## src/rtl/diag_cfg_pkg.sv

```systemverilog
// Register map, field layout, timing and types of the input fault diagnostics
package diag_cfg_pkg;

    localparam logic [7:0] ADDR_SCAN_ENABLE = 8'h64;
    localparam logic [7:0] ADDR_TERM_THR    = 8'h65;
    localparam logic [7:0] ADDR_SHORT_THR   = 8'h66;
    localparam logic [7:0] ADDR_SCAN_TIMING = 8'h67;
    localparam logic [7:0] ADDR_AVERAGING   = 8'h68;
    localparam logic [7:0] ADDR_BOOST       = 8'h6a;

    localparam logic [7:0] RST_SCAN_ENABLE  = 8'h00;
    localparam logic [7:0] RST_TERM_THR     = 8'h37;
    localparam logic [7:0] RST_SHORT_THR    = 8'h87;
    localparam logic [7:0] RST_SCAN_TIMING  = 8'hb8;
    localparam logic [7:0] RST_AVERAGING    = 8'h00;
    localparam logic [7:0] RST_BOOST        = 8'h00;

    // Read-only bits never take a written value
    localparam logic [7:0] WMASK_AVERAGING  = 8'hf0;
    localparam logic [7:0] WMASK_BOOST      = 8'hf8;

    localparam int CH_EN_MSB       = 7;
    localparam int GND_THR_LSB     = 4;
    localparam int BIAS_THR_LSB    = 0;
    localparam int TERM_THR_LSB    = 4;
    localparam int BATT_THR_LSB    = 0;
    localparam int REPEAT_LSB      = 6;
    localparam int FILT_SEL_LSB    = 2;
    localparam int BATT_FILT_BIT   = 1;
    localparam int DOUBLE_BIT      = 0;
    localparam int AVG_LSB         = 6;
    localparam int LOAD_BYP_BIT    = 5;
    localparam int TEMP_BYP_BIT    = 4;
    localparam int STEP_UP_OFF_BIT = 7;

    localparam logic [11:0] GND_STEP_MV  = 12'd60;
    localparam logic [11:0] FINE_STEP_MV = 12'd30;

    // Load and temperature trip levels come from trim; plain defaults here
    localparam logic [11:0] LOAD_LIMIT   = 12'h800;
    localparam logic [11:0] TEMP_LIMIT   = 12'h800;

    localparam int CLK_MHZ           = 125;
    localparam int REPEAT_1_US       = 1000;
    localparam int REPEAT_4_US       = 4000;
    localparam int REPEAT_8_US       = 8000;
    localparam int REPEAT_1_CYCLES   = REPEAT_1_US * CLK_MHZ;
    localparam int REPEAT_4_CYCLES   = REPEAT_4_US * CLK_MHZ;
    localparam int REPEAT_8_CYCLES   = REPEAT_8_US * CLK_MHZ;

    localparam logic [4:0] FILT_16   = 5'd16;
    localparam logic [4:0] FILT_8    = 5'd8;
    localparam logic [4:0] FILT_4    = 5'd4;
    localparam logic [4:0] FILT_NONE = 5'd1;

    localparam logic [1:0] AVG_OFF     = 2'h0;
    localparam logic [1:0] AVG_HALF    = 2'h1;
    localparam logic [1:0] AVG_QUARTER = 2'h2;

    localparam int MEM_WORDS = 32;

    typedef enum logic [2:0] {
        K_GND   = 3'b000,
        K_BIAS  = 3'b001,
        K_TERM  = 3'b010,
        K_BATT  = 3'b011,
        K_LOAD  = 3'b100,
        K_TEMP  = 3'b101
    } fault_kind_e;

    typedef enum logic {
        ST_CLEAR = 1'b0,
        ST_RUN   = 1'b1
    } run_state_e;

    typedef struct packed {
        logic [1:0]  ch;
        logic [2:0]  kind;
        logic [11:0] value;
    } sample_s;

    typedef struct packed {
        logic        vld;
        logic [4:0]  cnt;
        logic [11:0] avg;
    } mem_word_s;

    function automatic logic [11:0] thr_mv(input logic [3:0] code,
                                           input logic [11:0] step,
                                           input logic dbl);
        logic [11:0] t;
        t = 12'(code) * step;
        if (dbl) t = {t[10:0], 1'b0};
        return t;
    endfunction

    function automatic logic [4:0] need_count(input logic [1:0] sel);
        logic [4:0] n;
        unique case (sel)
            2'h0: n = FILT_16;
            2'h1: n = FILT_8;
            2'h2: n = FILT_4;
            2'h3: n = FILT_NONE;
        endcase
        return n;
    endfunction

endpackage

```

## src/rtl/diag_word_mem.sv

```systemverilog
// Per channel and fault kind store of averaged value and debounce count
`timescale 1ns/10ps
`default_nettype none
module diag_word_mem
    import diag_cfg_pkg::*;
(
    input  wire logic       clk_in,
    // Write side
    input  wire logic       we_in,
    input  wire logic [4:0] waddr_in,
    input  wire mem_word_s  wdata_in,
    // Read side, data one cycle later
    input  wire logic [4:0] raddr_in,
    output mem_word_s       rdata_out
);
    mem_word_s mem [MEM_WORDS];

    always_ff @(posedge clk_in) begin
        if (we_in) mem[waddr_in] <= wdata_in;
        rdata_out <= mem[raddr_in];
    end
endmodule
`default_nettype wire

```

## src/rtl/input_fault_diag_config.sv

```systemverilog
// Input fault diagnostics configuration registers, scan pacing and filtering
`timescale 1ns/10ps
`default_nettype none
module input_fault_diag_config
    import diag_cfg_pkg::*;
#(
    parameter int REP1_CYCLES = REPEAT_1_CYCLES,
    parameter int REP4_CYCLES = REPEAT_4_CYCLES,
    parameter int REP8_CYCLES = REPEAT_8_CYCLES
) (
    // Clock and reset
    input  wire logic        CLK_IN,
    input  wire logic        RST_N_IN,
    // Register port from the control interface
    input  wire logic [7:0]  REG_ADDR_IN,
    input  wire logic        REG_WR_IN,
    input  wire logic [7:0]  REG_WDATA_IN,
    input  wire logic        REG_RD_IN,
    output logic [7:0]       REG_RDATA_OUT,
    // Scan sequencer
    input  wire logic        SCAN_BUSY_IN,
    output logic             SCAN_START_OUT,
    input  wire logic        SAMPLE_VALID_IN,
    input  wire sample_s     SAMPLE_IN,
    input  wire logic        VBAT_BELOW_BIAS_IN,
    // Status and controls
    output logic [3:0]       CHAN_SCAN_EN_OUT,
    output logic             STEP_UP_OFF_OUT,
    output logic [23:0]      FAULT_OUT
);
    logic [7:0]  scan_en_q, term_thr_q, short_thr_q;
    logic [7:0]  timing_q, avg_cfg_q, boost_q;
    logic [7:0]  rdata_q;
    logic [19:0] tmr_q;
    logic        start_q;
    run_state_e  state_q;
    logic [4:0]  clr_idx_q;
    logic        s1_vld_q;
    sample_s     s1_q;
    logic        s1_vlow_q;
    logic        fwd_vld_q;
    logic [4:0]  fwd_addr_q;
    mem_word_s   fwd_word_q;
    logic [23:0] fault_q;
    logic [3:0]  chan_en_q;
    logic        step_up_off_q;

    // Register decode
    wire wr_scan_en  = REG_WR_IN && REG_ADDR_IN == ADDR_SCAN_ENABLE;
    wire wr_term     = REG_WR_IN && REG_ADDR_IN == ADDR_TERM_THR;
    wire wr_short    = REG_WR_IN && REG_ADDR_IN == ADDR_SHORT_THR;
    wire wr_timing   = REG_WR_IN && REG_ADDR_IN == ADDR_SCAN_TIMING;
    wire wr_avg      = REG_WR_IN && REG_ADDR_IN == ADDR_AVERAGING;
    wire wr_boost    = REG_WR_IN && REG_ADDR_IN == ADDR_BOOST;
    wire [7:0] rd_mux =
        (REG_ADDR_IN == ADDR_SCAN_ENABLE) ? scan_en_q   :
        (REG_ADDR_IN == ADDR_TERM_THR)    ? term_thr_q  :
        (REG_ADDR_IN == ADDR_SHORT_THR)   ? short_thr_q :
        (REG_ADDR_IN == ADDR_SCAN_TIMING) ? timing_q    :
        (REG_ADDR_IN == ADDR_AVERAGING)   ? avg_cfg_q   :
        (REG_ADDR_IN == ADDR_BOOST)       ? boost_q     : 8'h00;

    // Field extraction
    wire [3:0] ch_en    = {scan_en_q[CH_EN_MSB-3], scan_en_q[CH_EN_MSB-2],
                           scan_en_q[CH_EN_MSB-1], scan_en_q[CH_EN_MSB]};
    wire [1:0] repeat_c = timing_q[REPEAT_LSB+:2];
    wire [1:0] filt_sel = timing_q[FILT_SEL_LSB+:2];
    wire       batt_f8  = timing_q[BATT_FILT_BIT];
    wire       dbl      = timing_q[DOUBLE_BIT];
    wire [1:0] avg_mode = avg_cfg_q[AVG_LSB+:2];
    wire       load_byp = avg_cfg_q[LOAD_BYP_BIT];
    wire       temp_byp = avg_cfg_q[TEMP_BYP_BIT];

    always_ff @(posedge CLK_IN or negedge RST_N_IN) begin
        if (!RST_N_IN) begin
            scan_en_q   <= RST_SCAN_ENABLE;
            term_thr_q  <= RST_TERM_THR;
            short_thr_q <= RST_SHORT_THR;
            timing_q    <= RST_SCAN_TIMING;
            avg_cfg_q   <= RST_AVERAGING;
            boost_q     <= RST_BOOST;
            rdata_q     <= 8'h00;
        end else begin
            if (wr_scan_en) scan_en_q <= REG_WDATA_IN;
            if (wr_term) term_thr_q <= REG_WDATA_IN;
            if (wr_short) short_thr_q <= REG_WDATA_IN;
            if (wr_timing) timing_q <= REG_WDATA_IN;
            if (wr_avg) avg_cfg_q <= REG_WDATA_IN & WMASK_AVERAGING;
            if (wr_boost) boost_q <= REG_WDATA_IN & WMASK_BOOST;
            if (REG_RD_IN) rdata_q <= rd_mux;
        end
    end

    // Scan pacing
    wire [19:0] period = (repeat_c == 2'h1) ? 20'(REP1_CYCLES - 1) :
                         (repeat_c == 2'h2) ? 20'(REP4_CYCLES - 1) :
                                              20'(REP8_CYCLES - 1);
    wire any_en   = |ch_en;
    wire tick     = tmr_q == 20'h0;
    wire start_d  = (state_q == ST_RUN) && any_en &&
                    ((repeat_c == 2'h0) ? (!SCAN_BUSY_IN && !start_q) : tick);

    always_ff @(posedge CLK_IN or negedge RST_N_IN) begin
        if (!RST_N_IN) begin
            tmr_q   <= 20'h0;
            start_q <= 1'b0;
        end else begin
            start_q <= start_d;
            if (!any_en || repeat_c == 2'h0 || tick) tmr_q <= period;
            else tmr_q <= tmr_q - 20'h1;
        end
    end

    // Entry store is swept clear after reset; samples are dropped until it is done
    wire        s0_take  = (state_q == ST_RUN) && SAMPLE_VALID_IN &&
                           SAMPLE_IN.kind <= K_TEMP &&
                           ch_en[SAMPLE_IN.ch];
    wire [4:0]  s0_addr  = {SAMPLE_IN.kind, SAMPLE_IN.ch};
    wire [4:0]  s1_addr  = {s1_q.kind, s1_q.ch};
    mem_word_s  mem_rd;
    mem_word_s  new_word;
    wire        clearing = state_q == ST_CLEAR;

    // Back-to-back samples of one entry would read a stale word
    wire        fwd_hit  = fwd_vld_q && fwd_addr_q == s1_addr;
    mem_word_s  old_word;
    assign old_word = fwd_hit ? fwd_word_q : mem_rd;

    wire byp_kind = (s1_q.kind == K_LOAD && load_byp) ||
                    (s1_q.kind == K_TEMP && temp_byp);
    wire avg_on   = (avg_mode == AVG_HALF || avg_mode == AVG_QUARTER) &&
                    !byp_kind && old_word.vld;
    wire [13:0] sum_half = 14'(old_word.avg) + 14'(s1_q.value);
    wire [13:0] sum_qtr  = 14'(old_word.avg) * 14'd3 + 14'(s1_q.value);
    // Truncating fixed point; a steady input converges to within one LSB in half mode, three LSB in quarter mode
    wire [11:0] avg_val  = !avg_on ? s1_q.value :
                           (avg_mode == AVG_HALF) ? sum_half[12:1] :
                                                    sum_qtr[13:2];

    wire [11:0] thr_gnd  = thr_mv(short_thr_q[GND_THR_LSB+:4],
                                  GND_STEP_MV, dbl);
    wire [11:0] thr_bias = thr_mv(short_thr_q[BIAS_THR_LSB+:4],
                                  FINE_STEP_MV, dbl);
    wire [11:0] thr_term = thr_mv(term_thr_q[TERM_THR_LSB+:4],
                                  FINE_STEP_MV, dbl);
    wire [11:0] thr_batt = thr_mv(term_thr_q[BATT_THR_LSB+:4],
                                  FINE_STEP_MV, dbl);
    wire [11:0] thr_sel  = (s1_q.kind == K_GND)  ? thr_gnd  :
                           (s1_q.kind == K_BIAS) ? thr_bias :
                           (s1_q.kind == K_TERM) ? thr_term :
                           (s1_q.kind == K_BATT) ? thr_batt :
                           (s1_q.kind == K_LOAD) ? LOAD_LIMIT : TEMP_LIMIT;
    wire        is_fault = (s1_q.kind <= K_BATT) ? (avg_val <= thr_sel) :
                                                   (avg_val > thr_sel);

    // Battery level travels with its sample, so the count fits that scan
    wire        batt_case = s1_q.kind == K_BATT && s1_vlow_q;
    wire [4:0]  need     = batt_case ? (batt_f8 ? FILT_8 : FILT_16)
                                     : need_count(filt_sel);
    wire [4:0]  cnt_inc  = (old_word.cnt == FILT_16) ? FILT_16 :
                                                       old_word.cnt + 5'd1;
    wire [4:0]  cnt_new  = is_fault ? cnt_inc : 5'd0;
    wire        flag_set = is_fault && cnt_new >= need;
    assign new_word = '{vld: 1'b1, cnt: cnt_new, avg: avg_val};

    wire        mem_we    = clearing || s1_vld_q;
    wire [4:0]  mem_waddr = clearing ? clr_idx_q : s1_addr;
    mem_word_s  mem_wdata;
    assign mem_wdata = clearing ? '0 : new_word;

    diag_word_mem u_mem (
        .clk_in    (CLK_IN),
        .we_in     (mem_we),
        .waddr_in  (mem_waddr),
        .wdata_in  (mem_wdata),
        .raddr_in  (s0_addr),
        .rdata_out (mem_rd)
    );

    always_ff @(posedge CLK_IN or negedge RST_N_IN) begin
        if (!RST_N_IN) begin
            state_q    <= ST_CLEAR;
            clr_idx_q  <= 5'h0;
            s1_vld_q   <= 1'b0;
            s1_q       <= '0;
            s1_vlow_q  <= 1'b0;
            fwd_vld_q  <= 1'b0;
            fwd_addr_q <= 5'h0;
            fwd_word_q <= '0;
        end else begin
            unique case (state_q)
                ST_CLEAR: begin
                    clr_idx_q <= clr_idx_q + 5'h1;
                    if (clr_idx_q == 5'h1f) state_q <= ST_RUN;
                end
                ST_RUN: state_q <= ST_RUN;
            endcase
            s1_vld_q   <= s0_take;
            s1_q       <= SAMPLE_IN;
            s1_vlow_q  <= VBAT_BELOW_BIAS_IN;
            fwd_vld_q  <= mem_we;
            fwd_addr_q <= mem_waddr;
            fwd_word_q <= mem_wdata;
        end
    end

    // Flags show live, debounced fault state per entry
    always_ff @(posedge CLK_IN or negedge RST_N_IN) begin
        if (!RST_N_IN) begin
            fault_q       <= 24'h0;
            chan_en_q     <= 4'h0;
            step_up_off_q <= 1'b0;
        end else begin
            if (s1_vld_q && flag_set) fault_q[s1_addr] <= 1'b1;
            else if (s1_vld_q && !is_fault) fault_q[s1_addr] <= 1'b0;
            chan_en_q     <= ch_en;
            step_up_off_q <= boost_q[STEP_UP_OFF_BIT];
        end
    end

    assign REG_RDATA_OUT    = rdata_q;
    assign SCAN_START_OUT   = start_q;
    assign CHAN_SCAN_EN_OUT = chan_en_q;
    assign STEP_UP_OFF_OUT  = step_up_off_q;
    assign FAULT_OUT        = fault_q;
endmodule
`default_nettype wire

```

## config.mk

```make
export PLATFORM = sky130hd
export DESIGN_NAME = input_fault_diag_config
export DESIGN_NICKNAME = d
export VERILOG_FILES = /design/src/rtl/diag_cfg_pkg.sv /design/src/rtl/diag_word_mem.sv /design/src/rtl/input_fault_diag_config.sv
export SDC_FILE = /design/constraint.sdc
export NUM_CORES = 1
export LEC_CHECK = 0
export BUFFER_PORTS_ARGS = -buffer_cell sky130_fd_sc_hd__buf_2
export CAP_MARGIN = 20
export CORE_AREA = 2 2 284 286
export CTS_CLUSTER_SIZE = 12
export DETAILED_ROUTE_END_ITERATION = 7
export DIE_AREA = 0 0 286 288
export PLACE_DENSITY = 0.63
export REMOVE_ABC_BUFFERS = 1
export SYNTH_ARGS = -nofsm -noshare
export SYNTH_HDL_FRONTEND = slang
export SYNTH_SLANG_ARGS = --single-unit
```

## constraint.sdc

```tcl
create_clock -name CLK_IN -period 7.6 [get_ports CLK_IN]
set_input_delay 1.52 -clock CLK_IN [delete_from_list [all_inputs] [get_ports CLK_IN]]
set_output_delay 1.52 -clock CLK_IN [all_outputs]
set_load 0.05 [all_outputs]
```

## Word level (Yosys, flattened, before mapping)

Memory sizes are Yosys's and may differ from the RTL's. A register that Yosys moved wholly into a read port is not among the register bits.
Index checks and enable logic that the tools add are counted.

| storage, ports and cells | value |
|---|---|
| flip-flop bits (word level) | 148 |
| bits in writable memories | 576 |
| bits of input ports | 40 |
| output and inout bits | 38 |
| logic and storage cells | 145 |
| memories | 1 |

Memory list:

| memory | depth | bits a word | rd ports | clocked after Yosys merged registers in | write ports | line | text |
|---|---|---|---|---|---|---|---|
| u_mem.mem | 32 | 18 | 1 | 1 | 1 | diag_word_mem.sv:16 | `mem_word_s mem [MEM_WORDS];` |

| cells by class | value |
|---|---|
| $add $sub $neg | 5 |
| $mul | 5 |
| $lt $le $gt $ge | 8 |
| eq/ne operators | 21 |
| multiplexer cells | 39 |
| bitwise logic cells | 4 |
| reductions and logical operators | 38 |

Operator list:

| cell | count |
|---|---|
| $mux 12 | 6 |
| $mux 20 | 3 |
| $eq 8x7->1 const B | 6 |
| $mux 24 | 2 |
| $mux 8 | 6 |
| $mux 18 | 2 |
| $mul 4x4->8 const B | 4 |
| $mux 10 | 3 |
| $mux 5 | 5 |
| $and 24x24->24 | 1 |
| $not 24->24 | 1 |
| $or 24x24->24 | 1 |
| $logic_and 1x1->1 | 22 |
| $logic_not 20->1 | 1 |
| $pmux 5 s4 | 1 |
| $sub 20x1->20 const B | 1 |
| $add 14x12->14 | 1 |
| $mul 12x2->14 const B | 1 |
| $add 12x12->13 | 1 |
| $gt 12x12->1 | 1 |
| $le 12x12->1 | 1 |
| $mux 11 | 1 |
| $add 5x1->5 const B | 2 |
| $eq 5x5->1 const B | 2 |
| other kinds (23) | 45 |

## Depth between registers and ports, before layout

Gate-level depths: netlist of run 1.

| depth | value |
|---|---|
| word-level depth | 14 |
| depth in mapped cells | 35 |
| depth with buffers taken out | 33 |

## By module

Synthesis of run 1 repeated with hierarchy kept, for this count alone.

| second synthesis, totals | value |
|---|---|
| cell total of the unflattened synthesis | 2320 |
| area, all modules | 33360.7 sq um |

Modules (own cells, without submodules):

| module | instances | cells an instance | area each (sq um) | seq. area each (sq um) |
|---|---|---|---|---|
| diag_word_mem | 1 | 1278 | 23050.9 | 17656.9 |
| input_fault_diag_config | 1 | 1042 | 10309.9 | 3719.8 |

## Worst setup path before layout of run 1

OpenSTA, ideal clock, no wires.

| timing path | value |
|---|---|
| kind | register to register |
| start | register s1_q (netlist bit s1_addr[0]) |
| end | register (tool-made name) |
| setup time | 125 ps |
| data arrival time | 7487 ps |
| required time | 7475 ps |
| path slack | -13 ps |
| cell stages (with the launch flop) | 31 |
| path buffers | 3 |
| path through | dfrtp_1 > xnor2_1 > nand4_2 > nor2_1 > buf_2 > buf_2 > mux2i_1 > fa_1 > inv_1 > ha_1 > a2111oi_0 > nor4b_2 > nor3_2 > o31ai_1 > mux2_1 > a211o_1 > ha_1 > nand4_1 > or3_1 > nand2_1 > a21oi_1 > a2111oi_4 > nand2_1 > and3_1 > ha_1 > nand3_1 > a21oi_2 > o21bai_4 > buf_6 > a211oi_2 > mux2_4 |

RTL lines:

| item | line | text |
|---|---|---|
| start: declaration | input_fault_diag_config.sv:39 | `sample_s s1_q;` |
| start signal: assignment | input_fault_diag_config.sv:185 | `s1_q <= '0;` |
| start signal: assignment | input_fault_diag_config.sv:199 | `s1_q <= SAMPLE_IN;` |

==> impl_summary.txt, run 1 <==
----------------------------------------------------
[Setup path]
  Reg2Reg Setup Slack ... between 400 and 500 ps
  Path type of the worst setup path ... flip-flop to flip-flop
  Cell type group with the largest total delay on the critical path ... simple AND/OR/NAND/NOR gates
  Critical path capture point type ... flip-flop
  Launching element type of the critical path ... flip-flop
  Worst reg2reg path startpoint ... fwd_addr_q[4]
  Crit path DAT ... between 7000 and 8000 ps
  Number of cells on the worst reg-to-reg path ... 31
  Critical path depth in cells ... 31
  Worst setup startpoint ... fwd_addr_q[4]
  Top cell by count, worst path ... sky130_fd_sc_hd__ha_1
  Critical-path top delay cell ... sky130_fd_sc_hd__or3_4
  Number of buffer and inverter instances along the worst setup path ... 3
  Largest fanout on the critical path ... 11
  Required time at the worst-slack endpoint ... roughly 8100 ps
  Max stage delay on crit path ... between 400 and 500 ps

[Status]
  Result of the run ... finished clean

[Floorplanning]
  Count of boundary I/O pins ... between 70 and 80
  Die Ht ... about 290 um
  Die ar. ... between 80000 and 90000 sq um
  Rows ... about 100
  Die W ... roughly 290 um
  Initial standard-cell utilization of the core ... between 40% and 50%
  Core Region ... 79640 sq um

[Timing]
  Actual slew at the worst max-slew pin ... between 1000 and 1500 ps
  Max-slew headroom at the worst pin ... 31.30%
  Part of the cycle the worst path needs ... between 90% and 100%
  Worst hold margin ... 424.8 ps
  Final-report setup violation count ... 0
  RSZ-0062 raised after global routing ... no
  Final Max Slew Viols ... 0
  Maximum clock rate ... around 140 MHz
  Final Skew ... roughly 15 ps
  Final Hold Violating Endpoints ... 0
  Min cycle time layout ... 7186 ps

[Clock network]
  Number of buffers inserted by hold repair at cts ... 0
  Clock input transition at the sequential cells of the worst setup and hold paths ... around 60 ps
  Clock root buffer ... sky130_fd_sc_hd__clkbuf_16
  H-tree levels ... 3
  TritonCTS clock tree ... done
  Max Root-Sink Buffers ... 3
  Worst-skew pair later-pin latency ... between 600 and 700 ps
  Total clock buffers created by CTS ... 79
  Number of sinks handled by clock tree synthesis ... about 740

[Placement]
  Dpl hpwl ... 49.77 mm
  Area after detailed placement ... approximately 35000 sq um
  Final weighted congestion in routability-driven placement ... approximately 0.86
  IO buf count ... 77

[Final layout]
  Area of the multi-input gates ... around 11000 sq um
  Most common cell after layout, fill and taps aside ... sky130_fd_sc_hd__edfxtp_1
  Most frequent cells in the layout ... sky130_fd_sc_hd__edfxtp_1, sky130_fd_sc_hd__mux4_2, sky130_fd_sc_hd__dfrtp_1
  Filler instances ... around 6.6k
  Seq. cell area ... 21380 sq um
  Finished layout cell area ... approximately 38000 sq um
  Share of final-layout standard cells stronger than drive strength 1 ... between 20% and 30%
  Area grow syn2layout ... 14.66%
  Final #Nets ... 2275

[Drt]
  Count of unresolved DRC violations after routing ... 0
  Post-detailed-route via-to-cell ratio ... approximately 5.6
  Drt pass-1 iters ... 7
  DRC violation total after the first TritonRoute iteration ... approximately 1.3k
  Total number of vias ... ~18k
  Average wire per standard cell ... 24.40 um
  Routed Antenna Nets ... 0
  Total length of routed wires ... ~79 mm

[Synthesis]
  Unique cell type count in the Yosys netlist ... just under 80
  Yosys synthesis warning count ... 0
  Predominant post-synthesis flop cell ... sky130_fd_sc_hd__edfxtp_1
  Avg Inst Size Synth ... ~17 sq um
  Netlist Area Pre-Place ... approximately 33000 sq um
  Synth Instances ... slightly below 2k
  Share of flip-flops with an asynchronous set or reset ... about a fifth
  Post-synth EDFFs ... 576
  #FFs+latches synth ... between 700 and 800
  Part of the Yosys area used for sequential elements ... between 60% and 70%

[Pwr]
  Total leakage power ... between 0.01 and 0.015 uW
  Total power density per cell area ... around 250 nW/um^2
  Worst IR Drop VDD ... roughly 170 uV
  Overall power ... 9550 uW

[Worst hold path]
  Worst min-delay path category ... flip-flop to flip-flop

[Global routing]
  Largest net degree at the start of global routing ... 83
  Number of global-route vias before repair ... 18.74k
  GR Util All Layers ... approximately a fifth
  Wire length of the first global-routing pass ... approximately 120 mm
  Initial antenna violation count ... 2
  Total overflow reported by the global router ... 0

[Job]
  Number of maximum-capacitance constraint violations ... 0

----------------------------------------------------
## registers in the layout, summed over array words and instances (netlist names), 4 cells and up, named ones only
register / cells
short_thr_q: 8
s1_addr: 5
u_mem.rdata_out: 18
avg_cfg_q: 4
s1_q: 12
CHAN_SCAN_EN_OUT: 4
term_thr_q: 8
REG_RDATA_OUT: 8
tmr_q: 20
clr_idx_q: 5
u_mem.mem: 576
fwd_word_q: 18
timing_q: 8
boost_q: 5
scan_en_q: 8
fwd_addr_q: 5
## worst min-delay path by stage
stage                     slack (ps)  depth (start not counted)         endpoint       start
after floorplan                  370                          0  STEP_UP_OFF_OUT  boost_q[7]
after global placement           410                          0  STEP_UP_OFF_OUT  boost_q[7]
after global routing             440                          0  STEP_UP_OFF_OUT  boost_q[7]
after detailed placement         410                          0  STEP_UP_OFF_OUT  boost_q[7]
after CTS                        420                          0  STEP_UP_OFF_OUT  boost_q[7]
final                            420                          0  STEP_UP_OFF_OUT  boost_q[7]
## per-stage QoR
stage | util [%] | TNS, ps | std cells | setup slack, ps
6_report | 47.64 | 0 | 3227 | 414.4
5_1_grt | 47.63 | 0 | 3225 | 16.25
4_1_cts | 47.13 | 0 | 3214 | 8.640
3_5_place_dp | 44.09 | -22.50 | 3078 | -18.28
3_3_place_gp | 44.09 | 0 | 3078 | 215.4
2_1_floorplan | - | -105990 | 1886 | -1169
## where the power goes
group	internal, uW	switching [uW]
clock network	2070	1550
registers	4550	49.9
logic	536	797
## routing by layer
layer	global-route usage (%)	wire (um)	vias up
met4	5.249	1866	2
met5	0	8	-
li1	-	-	7938
met1	25.79	33540	9488
met3	3.146	4180	110
met2	32.68	39160	523
## layout make-up
| type | instances | share of cell area [%] |
|---|---|---|
| Tap cell | 1060 | 3.496 |
| Multi-Input combinational cell | 1031 | 29.83 |
| Antenna cell | 2 | 0.01319 |
| Clock inverter | 27 | 0.5541 |
| Inverter | 113 | 1.118 |
| Sequential cell | 742 | 56.35 |
| Timing Repair Buffer | 143 | 2.810 |
| Clock buffer | 109 | 5.831 |
## worst reg2reg max path, delay by kind of cell (launching register included)
kind	cells	cell delay, ps
AOI/OAI and AO/OA	8	1780
xor gates and xnor gates	2	250
adders and majority gates	4	1020
buffers and inverters	3	460
DFF	1	400
muxes	3	940
and+or+nand+nor	11	2220
## timing repair
action,4_1_cts,5_1_grt
setup buffers,0,3
gates cloned,0,0
endpoints found under the setup margin,20,24
endpoints found under the hold margin,0,0
gates resized for setup,1,36
pin swaps,0,8
## synthesized netlist by cell type (all sizes together), types with 5 or more instances
library cell,number,area share (%)
edfxtp,576,52
mux4,191,13
dfrtp,135,10
inv,112,1.3
nand2,100,1.1
ha,96,3.6
nor2,85,0.96
mux2,74,2.5
a21oi,62,0.99
clkbuf,50,0.57
xnor2,43,1.1
o21ai,32,0.48
a211oi,30,0.73
buf,29,0.43
fa,29,1.8
mux2i,26,0.79
xor2,22,0.58
o22ai,19,0.36
dfxtp,18,1.1
nand3,17,0.26
nor2b,17,0.32
nor3,17,0.30
a21o,16,0.36
and2,16,0.30
dfstp,13,1.0
nand3b,12,0.27
nand2b,11,0.21
nor4,10,0.23
o21bai,10,0.26
o31ai,10,0.23
nand4,8,0.22
a31oi,7,0.13
o21a,7,0.16
a2111oi,5,0.26
a21boi,5,0.11
a22oi,5,0.11
and3,5,0.095
or3,5,0.095
## cell families after synthesis
group           Yosys count  synth area share [%]
compound gates          231                 4.859
xor+xnor                 65                 1.721
fa+ha+maj               125                 5.385
buf+inv                 192                 2.276
flops                   742                 64.61
mux                     291                 16.33
simple gates            319                 4.825
Power figures use the tool's default switching activity.
==> run 2: changes to the inputs <==
Settings changed: CORE_AREA 2 2 284 286 to 2 2 275 277, DIE_AREA 0 0 286 288 to 0 0 277 279, PLACE_DENSITY 0.63 to 0.66.
==> run 2 against run 1 <==
Against the previous run:
- setup slack gained 70 ps
- sequential share of layout area decreased by 0.16 points
- final cell count shrank 2.1%
- clock-buffer cell count up 6
- clock power hardly changed
- utilization increased by 3.7 points
- fmax grew 0.98%
- sequential cell count unchanged
- clock skew increased by 50 ps
- largest cell class unchanged
==> impl_summary.txt, run 2 (synthesis results as in run 1) <==
----------------------------------------------------
[Placement]
  Pre-CTS setup slack ... -290.8 ps (was -18.28 ps)
  Dpl hpwl ... 47.92 mm (was 49.77 mm)
  IO buf count ... 77 (unchanged)
  Final weighted congestion in routability-driven placement ... 0.9041 (was 0.8576)

[Final layout]
  Most frequent cells in the layout ... sky130_fd_sc_hd__edfxtp_1, sky130_fd_sc_hd__mux4_2, sky130_fd_sc_hd__dfrtp_1 (unchanged)
  Seq. cell area ... 21380 sq um (unchanged)
  Filler instances ... 5939 (was 6625)
  Area of the multi-input gates ... 11270 sq um (was 11320 sq um)
  Share of final-layout standard cells stronger than drive strength 1 ... 28.63% (was 27.94%)
  Most common cell after layout, fill and taps aside ... sky130_fd_sc_hd__edfxtp_1 (unchanged)
  Register with the most flip-flops ... u_mem.mem (unchanged)
  Final #Nets ... 2297 (was 2275)
  Area grow syn2layout ... 14.99% (was 14.66%)
  Largest registers ... u_mem.mem x576, tmr_q x20 (unchanged)
  Diode insertion count for antenna repair ... 0 (was 2)
  Max reg flops ... 576 (unchanged)

[Clock network]
  Worst-skew pair later-pin latency ... 660 ps (was 630 ps)
  Total clock buffers created by CTS ... 79 (unchanged)
  Clock root buffer ... sky130_fd_sc_hd__clkbuf_16 (unchanged)
  Number of sinks handled by clock tree synthesis ... 742 (unchanged)
  Max Root-Sink Buffers ... 3 (unchanged)
  TritonCTS clock tree ... done (unchanged)
  Number of buffers inserted by hold repair at cts ... 0 (unchanged)
  Clock input transition at the sequential cells of the worst setup and hold paths ... 60 ps (about the same)
  H-tree levels ... 3 (unchanged)

[Pwr]
  Total leakage power ... 0.01351 uW (was 0.01337 uW)
  Power spent charging and discharging nets ... 2432 uW (was 2397 uW)
  Overall power ... 9597 uW (was 9550 uW)
  Switching fraction of total power ... 25.34% (was 25.10%)
  Share of total power in sequential cells ... 47.9% (was 48.1%)
  Power share of the combinational group ... 14.1% (was 14.0%)
  Total power density per cell area ... 252.2 nW/um^2 (was 251.7 nW/um^2)
  Clock share of power ... 38.0% (was 37.9%)
  Internal cell power ... 7165 uW (was 7153 uW)
  Worst IR Drop VDD ... 189.5 uV (was 172.6 uV)

[Setup path]
  Critical-path top delay cell ... sky130_fd_sc_hd__or3_4 (unchanged)
  Launching element type of the critical path ... flip-flop (unchanged)
  Critical path capture point type ... flip-flop (unchanged)
  Max stage delay on crit path ... 430 ps (was 440 ps)
  Path type of the worst setup path ... flip-flop to flip-flop (unchanged)
  Largest fanout on the critical path ... 8 (was 11)
  Required time at the worst-slack endpoint ... 8090 ps (was 8100 ps)
  Crit path DAT ... 7610 ps (was 7690 ps)
  Top cell by count, worst path ... sky130_fd_sc_hd__ha_1 (unchanged)

[Timing]
  Final Hold Violating Endpoints ... 0 (unchanged)
  Final Max Slew Viols ... 0 (unchanged)
  Final Skew ... 64.88 ps (was 14.57 ps)
  Actual slew at the worst max-slew pin ... 1024 ps (was 1031 ps)
  Maximum clock rate ... 140.5 MHz (was 139.2 MHz)
  Min cycle time layout ... 7116 ps (was 7186 ps)
  Final-report setup violation count ... 0 (unchanged)
  Max-slew headroom at the worst pin ... 31.73% (was 31.30%)
  Final setup slack of the worst path ... 484.1 ps (was 414.4 ps)
  Part of the cycle the worst path needs ... 93.63% (was 94.55%)

[Worst hold path]
  Worst min-delay path category ... flip-flop to flip-flop (unchanged)

[Floorplanning]
  Rows ... 100 (was 104)
  Die W ... 277 um (was 286 um)
  Core Region ... 74070 sq um (was 79640 sq um)
  Count of boundary I/O pins ... 78 (unchanged)
  Die Ht ... 279 um (was 288 um)
  Initial standard-cell utilization of the core ... 44.67% (was 41.55%)
  Die ar. ... 77280 sq um (was 82370 sq um)

[Global routing]
  Wire length of the first global-routing pass ... 116.9 mm (was 118.4 mm)
  Number of global-route vias before repair ... 19.04k (was 18.74k)
  Initial antenna violation count ... 6 (was 2)
  Largest net degree at the start of global routing ... 89 (was 83)
  Total overflow reported by the global router ... 0 (unchanged)
  GR Util All Layers ... 19.97% (was 19.25%)

[Drt]
  Total length of routed wires ... 76.56 mm (was 78.75 mm)
  DRC violation total after the first TritonRoute iteration ... 1756 (was 1287)
  Drt pass-1 iters ... 5 (was 7)
  Routed Antenna Nets ... 0 (unchanged)
  Count of unresolved DRC violations after routing ... 0 (unchanged)
  Total number of vias ... 18.38k (was 18.06k)
  Post-detailed-route via-to-cell ratio ... 5.817 (was 5.597)
  Average wire per standard cell ... 24.24 um (was 24.40 um)

[Status]
  Result of the run ... finished clean (unchanged)

[Job]
  Number of maximum-capacitance constraint violations ... 0 (unchanged)

----------------------------------------------------
## run 2: cell count changes in the layout (fill, tap and decap cells not counted), sizes merged
cell    previous run  this run
buf              141       162
clkbuf           111       118
clkinv            24        21
diode              2         0
## run 2: path summary, 6_finish.rpt
path | cells past startpoint | slack, ps | endpoint | start
worst min-delay path | 0 | 430 | STEP_UP_OFF_OUT | boost_q[7]
min in group asynchronous | 1 | 910 | asynchronous set/reset pin | RST_N_IN
max in group asynchronous | 2 | 5260 | tmr_q[1] | RST_N_IN
worst min register to register | 0 | 430 | STEP_UP_OFF_OUT | boost_q[7]
worst max-delay path | 30 | 480 | flip-flop | s1_addr[4]
worst max register to register | 30 | 480 | flip-flop | s1_addr[4]
## run 2: layout make-up
type,instances,area share (%)
clock buffer,115,5.762
clock inverter,24,0.7761
inverter,113,1.115
multi-input combinational,1031,29.61
sequential,742,56.19
tap,969,3.187
timing repair buffer,165,3.358
## run 2: critical path, delay by kind of cell, from the launching register on
kind	cells	cell delay [ps]
compound gates	9	2090
buf+inv	2	320
mux	3	900
simple gates	10	1800
flops	1	400
xor+xnor	2	270
fa+ha+maj	4	1180
## run 2: power groups by stage
stage               Sequential [uW]  Combinational, uW  Clock, uW
floorplan                      4690                802          0
global placement               4680               1230          0
detailed placement             4680               1260          0
CTS                            4600               1270       3720
global route                   4600               1490       3890
finish                         4600               1350       3650
## run 2: timing repair
item / CTS / global route
pin swaps: 1 / 7
hold endpoints to repair: 0 / 0
setup buffers: 1 / 5
gates resized for setup: 3 / 36
endpoints found under the setup margin: 24 / 24
## run 2: layer usage
layer,global-route usage [%],up-vias,wire length (um)
li1,-,7961,-
met1,27.65,9626,32140
met2,32.97,677,37450
met3,3.305,109,5199
met4,5.351,2,1753
met5,0,-,13
## run 2: stage by stage
| step | TNS [ps] | area (sq um) | hold slack, ps | instances | utilization [%] |
|---|---|---|---|---|---|
| detailed placement | -4913 | 35060 | 415.2 | 3004 | 47.34 |
| floorplan | -105990 | 32760 | 369.9 | 1886 | - |
| CTS | 0 | 37570 | 428.5 | 3144 | 50.72 |
| global route | -35.41 | 38050 | 448.6 | 3159 | 51.36 |
| global placement | 0 | 35060 | 410.7 | 3004 | 47.34 |
| finish | 0 | 38050 | 434.7 | 3159 | 51.36 |
